`config.mk`:
```
export PLATFORM = sky130hd
export DESIGN_NAME = sbsr_top
export DESIGN_NICKNAME = d
export VERILOG_FILES = /design/src/rtl/sbsr_pkg.sv /design/src/rtl/sbsr_if.sv /design/src/rtl/sbsr_rqs.sv /design/src/rtl/sbsr_top.sv
export VERILOG_INCLUDE_DIRS = /design/src /design/src/rtl
export SDC_FILE = /design/constraint.sdc
export NUM_CORES = 1
export LEC_CHECK = 0
export ABC_AREA = 1
export BUFFER_PORTS_ARGS = -buffer_cell sky130_fd_sc_hd__clkbuf_2
export CAP_MARGIN = 0
export CORE_AREA = 2 2 56 58
export DETAILED_ROUTE_END_ITERATION = 16
export DIE_AREA = 0 0 58 60
export PLACE_DENSITY = 0.75
export SYNTH_ARGS = -nofsm -noshare
export SYNTH_HDL_FRONTEND = slang
export SYNTH_SLANG_ARGS = --single-unit
```
`constraint.sdc`:
```
create_clock -name mclk -period 1.1 [get_ports mclk]
set_input_delay 0.22 -clock mclk [delete_from_list [all_inputs] [get_ports mclk]]
set_output_delay 0.22 -clock mclk [all_outputs]
set_load 0.005 [all_outputs]
```
`src/rtl/sbsr_params.svh`:
```
// Constants of the status byte and service request block.
// Assumes inclusion by bare name from files that need bit positions or reset values.
`ifndef SBSR_PARAMS_SVH
`define SBSR_PARAMS_SVH

`define SBSR_BIT_MEAS   0
`define SBSR_BIT_ERRQ   2
`define SBSR_BIT_QUES   3
`define SBSR_BIT_RESP   4
`define SBSR_BIT_STDEV  5
`define SBSR_BIT_RQS    6
`define SBSR_BIT_OPER   7
`define SBSR_USED_MASK  8'hBD
`define SBSR_MASK_RST   8'h00
`define SBSR_BYTE_RST   8'h00

`endif

```
`src/rtl/sbsr_pkg.sv`:
```
// Types shared by the status byte and service request block.
// Assumes the shared constants header is reachable by its bare name.
`include "sbsr_params.svh"
package sbsr_pkg;
	typedef logic [7:0] sbsr_byte_t;

	// Summary bits that are enabled by the mask; bit 1 never counts.
	function automatic sbsr_byte_t sbsr_enabled(input sbsr_byte_t summary, input sbsr_byte_t mask);
		sbsr_enabled = summary & mask & `SBSR_USED_MASK;
	endfunction
endpackage

```
`src/rtl/sbsr_if.sv`:
```
// Carrier between the top of the status byte block and its request flag module.
// Assumes both ends run on the same clock and reset.
`timescale 1ns/1ps
interface sbsr_if;
	import sbsr_pkg::*;
	sbsr_byte_t summary;
	sbsr_byte_t mask;
	logic       poll_done;
	logic       rqs;
	logic       rise;

	modport top_side (output summary, output mask, output poll_done, input rqs, input rise);
	modport rqs_side (input summary, input mask, input poll_done, output rqs, output rise);
endinterface

```
`src/rtl/sbsr_rqs.sv`:
```
// Request-for-service flag: set on a fresh enabled summary rise, cleared by a serial poll.
// Assumes a reset from the top module that asserts at once and is released in step with mclk.
`timescale 1ns/1ps
module sbsr_rqs
	import sbsr_pkg::*;
(
	// Clock and reset.
	input  wire logic mclk,
	input  wire logic rst_n,
	// Link to the top module.
	sbsr_if.rqs_side  link
);
	sbsr_byte_t enabled;
	sbsr_byte_t prev_reg;
	sbsr_byte_t prev_next;
	logic       rqs_reg;
	logic       rqs_next;

	always_comb
	begin
		enabled   = sbsr_enabled(link.summary, link.mask);
		prev_next = enabled;
		// A rise in the poll cycle is kept, so the new request is not lost.
		link.rise = |(enabled & ~prev_reg);
		if (link.rise)
			rqs_next = 1'b1;
		else if (link.poll_done)
			rqs_next = 1'b0;
		else
			rqs_next = rqs_reg;
	end

	always_ff @(posedge mclk or negedge rst_n)
	begin
		if (!rst_n)
		begin
			prev_reg <= 8'h00;
			rqs_reg  <= 1'b0;
		end
		else
		begin
			prev_reg <= prev_next;
			rqs_reg  <= rqs_next;
		end
	end

	assign link.rqs = rqs_reg;
endmodule

```
`src/rtl/sbsr_top.sv`:
```
// Status byte, request enable mask, serial poll answer and SRQ drive for a bus instrument.
// Assumes summary inputs come from logic on mclk and that command strobes are one-cycle pulses.
`timescale 1ns/1ps
`include "sbsr_params.svh"
module sbsr_top
	import sbsr_pkg::*;
(
	// Clock and reset.
	input  wire logic       mclk,
	input  wire logic       arst_n,
	// Summary messages from the register sets and queues.
	input  wire logic       meas_summary,
	input  wire logic       error_queue_nonempty,
	input  wire logic       questionable_summary,
	input  wire logic       response_pending,
	input  wire logic       standard_event_summary,
	input  wire logic       operation_summary,
	// Command strobes from the message parser.
	input  wire logic       sre_write,
	input  wire logic [7:0] sre_data,
	input  wire logic       sre_query,
	input  wire logic       stb_query,
	// Query answer.
	output logic            resp_valid,
	output logic [7:0]      resp_data,
	// Serial poll.
	input  wire logic       poll_req,
	output logic            poll_valid,
	output logic [7:0]      poll_byte,
	// Open-drain SRQ pin.
	input  wire logic       srq_in,
	output logic            srq_out,
	output logic            srq_oe,
	output logic            srq_line_active
);
	logic [1:0] rst_sync_reg;
	logic       rst_n;

	sbsr_byte_t summary;
	logic       mss;
	sbsr_byte_t mask_reg;
	sbsr_byte_t mask_next;
	logic       resp_valid_reg;
	logic       resp_valid_next;
	sbsr_byte_t resp_data_reg;
	sbsr_byte_t resp_data_next;
	logic       poll_valid_reg;
	logic       poll_valid_next;
	sbsr_byte_t poll_byte_reg;
	sbsr_byte_t poll_byte_next;
	logic [2:0] srq_sync_reg;
	logic [2:0] srq_sync_next;
	logic       srq_line_reg;
	logic       srq_line_next;

	// The status byte query and poll answers share the live summary and differ only in what bit 6 carries.
	function automatic sbsr_byte_t byte_with_bit6(input sbsr_byte_t sb, input logic b6);
		byte_with_bit6                = sb;
		byte_with_bit6[`SBSR_BIT_RQS] = b6;
	endfunction

	sbsr_if link ();

	// The reset is released through two flops so no flop leaves reset on a ragged edge.
	always_ff @(posedge mclk or negedge arst_n)
	begin
		if (!arst_n)
			rst_sync_reg <= 2'h0;
		else
			rst_sync_reg <= {rst_sync_reg[0], 1'b1};
	end

	assign rst_n = rst_sync_reg[1];

	// The summary bits are pure wiring; a cleared event register drops its bit at once.
	always_comb
	begin
		summary                    = 8'h00;
		summary[`SBSR_BIT_MEAS]    = meas_summary;
		summary[`SBSR_BIT_ERRQ]    = error_queue_nonempty;
		summary[`SBSR_BIT_QUES]    = questionable_summary;
		summary[`SBSR_BIT_RESP]    = response_pending;
		summary[`SBSR_BIT_STDEV]   = standard_event_summary;
		summary[`SBSR_BIT_OPER]    = operation_summary;
		mss                        = |sbsr_enabled(summary, mask_reg);
	end

	// Only a write or reset touches the mask; there is no other clear or preset input on purpose.
	always_comb
	begin
		if (sre_write)
			mask_next = sre_data & `SBSR_USED_MASK;
		else
			mask_next = mask_reg;
	end

	// A query answer reflects the state before any write in the same cycle.
	// When both queries arrive together the status byte wins.
	always_comb
	begin
		resp_valid_next = stb_query | sre_query;
		resp_data_next  = resp_data_reg;
		if (stb_query)
			resp_data_next = byte_with_bit6(summary, mss);
		else if (sre_query)
			resp_data_next = mask_reg;
	end

	// The poll byte carries the flag as it stood when the poll was taken.
	always_comb
	begin
		poll_valid_next = poll_req;
		poll_byte_next  = poll_byte_reg;
		if (poll_req)
			poll_byte_next = byte_with_bit6(summary, link.rqs);
	end

	// The line level passes three flops; a change counts once the last two agree.
	always_comb
	begin
		srq_sync_next = {srq_sync_reg[1:0], srq_in};
		if (srq_sync_reg[2] == srq_sync_reg[1])
			srq_line_next = ~srq_sync_reg[2];
		else
			srq_line_next = srq_line_reg;
	end

	always_ff @(posedge mclk or negedge rst_n)
	begin
		if (!rst_n)
		begin
			mask_reg       <= `SBSR_MASK_RST;
			resp_valid_reg <= 1'b0;
			resp_data_reg  <= `SBSR_BYTE_RST;
			poll_valid_reg <= 1'b0;
			poll_byte_reg  <= `SBSR_BYTE_RST;
			srq_sync_reg   <= 3'h7;
			srq_line_reg   <= 1'b0;
		end
		else
		begin
			mask_reg       <= mask_next;
			resp_valid_reg <= resp_valid_next;
			resp_data_reg  <= resp_data_next;
			poll_valid_reg <= poll_valid_next;
			poll_byte_reg  <= poll_byte_next;
			srq_sync_reg   <= srq_sync_next;
			srq_line_reg   <= srq_line_next;
		end
	end

	assign link.summary   = summary;
	assign link.mask      = mask_reg;
	assign link.poll_done = poll_req;

	sbsr_rqs u_rqs (
		.mclk  (mclk),
		.rst_n (rst_n),
		.link  (link.rqs_side)
	);

	// SRQ is low-true and only ever pulled down; the line is released otherwise.
	assign srq_out         = 1'b0;
	assign srq_oe          = link.rqs;
	assign srq_line_active = srq_line_reg;
	assign resp_valid      = resp_valid_reg;
	assign resp_data       = resp_data_reg;
	assign poll_valid      = poll_valid_reg;
	assign poll_byte       = poll_byte_reg;
endmodule

```
==> results.tsv <==
stage	metric	value	unit
global_routing	antenna_found_initial	0	
routing	dr.pass1.iters	4	
global_routing	gr-total-overflow	0	
critical_path	cp-end-kind	output port	
final_layout	final_net_count	201	
synthesis	yosysWarnings	0	
clock_tree	cts_resized	0	
timing	hold_viol	0	
clock_tree	clock_latency	0.33	ns
critical_path	required	0.88	ns
routing	avgRoutedWirePerCell	12.3	um
timing	finalSetupTns	0	ns
synthesis	synth_xor_xnor_area_share	0	
synthesis	synth_compound_area_frac	0.0786	
routing	viasPerCell	4.62	
floorplanning	die_w	58	um
final_layout	mostFrequentLayoutCell	clkbuf_2	
critical_path	slowest_delay	0.39	ns
global_routing	grt_pass1_wl	4140	um
min_path	hold_path_class	reg -> async	
final_layout	area_growth	21.8	%
critical_path	reg2reg_to	resp_data[6]	
synthesis	synth_top_family_by_area	simple AND/OR/NAND/NOR gates	
critical_path	start_kind	flip-flop	
synthesis	syn_inst	133	
final_layout	drive_gt1_frac	0.320	
clock_tree	root_buffer	clkbuf_4	
final_layout	layout_common_cells	clkbuf_2, dfrtp_1, nand2_1	
run	maxCapViolCount	0	
timing	setup_viol	0	
critical_path	worstPathArrival	0.84	ns
routing	drtAntennaViolNets	0	
place	placed_area	0.00155	sq mm
clock_tree	clockBufferDepth	2	
floorplanning	start_util	0.466	
timing	fin_crit	1.06	ns
routing	drtIter0Drc	25	
routing	routed_wl	2640	um
critical_path	worst-path-buf-inv	1	
floorplanning	ios	42	
timing	rsz0062_at_grt	yes	
timing	slew_violations	0	
synthesis	yosys.cell_types.count	16	
clock_tree	path_clk_slew	0.09	ns
critical_path	critPathMaxFanout	2	
critical_path	cp_cell_sequence	clkbuf_2	
clock_tree	ctsHtreeMaxLevel	2	
floorplanning	die_area	0.00348	sq mm
power_and_ir_drop	power-per-cell-area	1490	mW/mm^2
global_routing	grt_pass1_vias	932	
synthesis	synth_mux_area_frac	0.0500	
power_and_ir_drop	peakVddDrop	0.958	mV
power_and_ir_drop	leakage	0.897	nW
final_layout	fillerInstances	260	
place	dpl.hpwl	1930	um
timing	fin_skew	0.00899	ns
synthesis	postSynthAreaPerCell	10.2	sq um
routing	vias	988	
place	port_buffers	36	
final_layout	n_antenna_cell	0	
final_layout	fin_area	0.00165	sq mm
timing	timing.final.crit_share	0.965	
clock_tree	cts_tree	yes	
critical_path	path_class	reg -> out	
synthesis	seq_area_frac_synth	0.650	
critical_path	cpLargestDelayFamily	flip-flops	
global_routing	grt_usage	0.169	
routing	drc_errors	0	
synthesis	syn_area	0.00135	sq mm
run_status	outcome	completed	
critical_path	r2r_cells	6	
floorplanning	core-area	0.00290	sq mm
timing	max_freq	942	MHz
global_routing	grt_start_max_net_pins	17	
floorplanning	core.rowCount	20	
power_and_ir_drop	p_total	2.45	mW
critical_path	r2r_setup_slack	0.18	ns
clock_tree	cts_buffers	5	
critical_path	r2r-start	link.mask[2]	
clock_tree	clock_sinks	35	
place	gp_congestion	0.804	
floorplanning	die_h	60	um
synthesis	synth_simple_gate_area_frac	0.128	
synthesis	ys_ff_latch	35	
critical_path	slowest_stage	dfrtp_1	
synthesis	synthAdderAreaFrac	0	
[power breakdown]
| group | leakage [nW] | switching (mW) | internal [mW] | total [mW] |
|---|---|---|---|---|
| clock | 0.0265 | 0.381 | 0.255 | 0.636 |
| sequential | 0.415 | 0.0583 | 1.40 | 1.46 |
| combinational | 0.455 | 0.185 | 0.169 | 0.354 |
[timing repair]
item	4_1_cts	5_1_grt
hold buffers	2	0
endpoints found under the hold margin	3	0
endpoints found under the setup margin	0	13
setup buffers	0	4
[routing by layer]
layer,part of all wire,track usage,vias up
li1,-,-,495
met2,0.52,0.273,35
met4,0.0064,0.0698,0
met1,0.41,0.193,456
met3,0.071,0.0823,2
met5,0,0,-
[area by class of cell]
class                      count  area [sq um]  share of cell area
multi-input combinational     76           362               0.219
tap                           33          41.3              0.0251
inverter                      17          63.8              0.0387
timing repair buffer          45           253               0.153
clock buffer                   8          48.8              0.0296
sequential                    35           880               0.534
[logic make-up (layout without fill, tap and decap cells)]
group | after synthesis | after routing
AO/OA/AOI/OAI | 21 | 21
AND/OR/NAND/NOR | 45 | 45
multiplexers | 6 | 6
other | 2 | 4
flip-flops | 35 | 35
buffers and inverters | 24 | 70
[metrics by stage]
stage / hold slack [ns] / utilization / worst slack, ns / instances
2_1_floorplan: -0.0756 / - / 0.0595 / 135
3_3_place_gp: 0.00644 / 0.534 / 0.149 / 200
3_5_place_dp: 0.0119 / 0.534 / 0.0872 / 200
4_1_cts: 0.0844 / 0.557 / 0.0170 / 210
5_1_grt: 0.0857 / 0.568 / -0.0220 / 214
6_report: 0.0974 / 0.568 / 0.0381 / 214
[cells in the mapped netlist, drive strengths merged]
cell   count  share of area
dfstp      3          0.058
o22ai      1         0.0046
dfrtp     32           0.59
conb       2         0.0056
nor2      13          0.038
nor3       1         0.0037
nand2     31          0.086
mux2       6          0.050
o21ai     13          0.048
a21oi      7          0.026
inv       17          0.047
buf        7          0.041
[worst max path at each step]
stage | startpoint | slack [ns] | cells past startpoint | end
final | resp_data[7] | 0.04 | 1 | resp_data[7]
after CTS | poll_byte[5] | 0.02 | 1 | poll_byte[5]
after floorplan | rst_sync_reg[1] | 0.06 | 0 | link.mask[0]
after detailed placement | stb_query | 0.09 | 4 | resp_data[0]
after global placement | stb_query | 0.15 | 4 | resp_data[3]
after global routing | u_rqs.link.rqs | -0.02 | 1 | srq_oe
(Power assumes the default switching activity.)
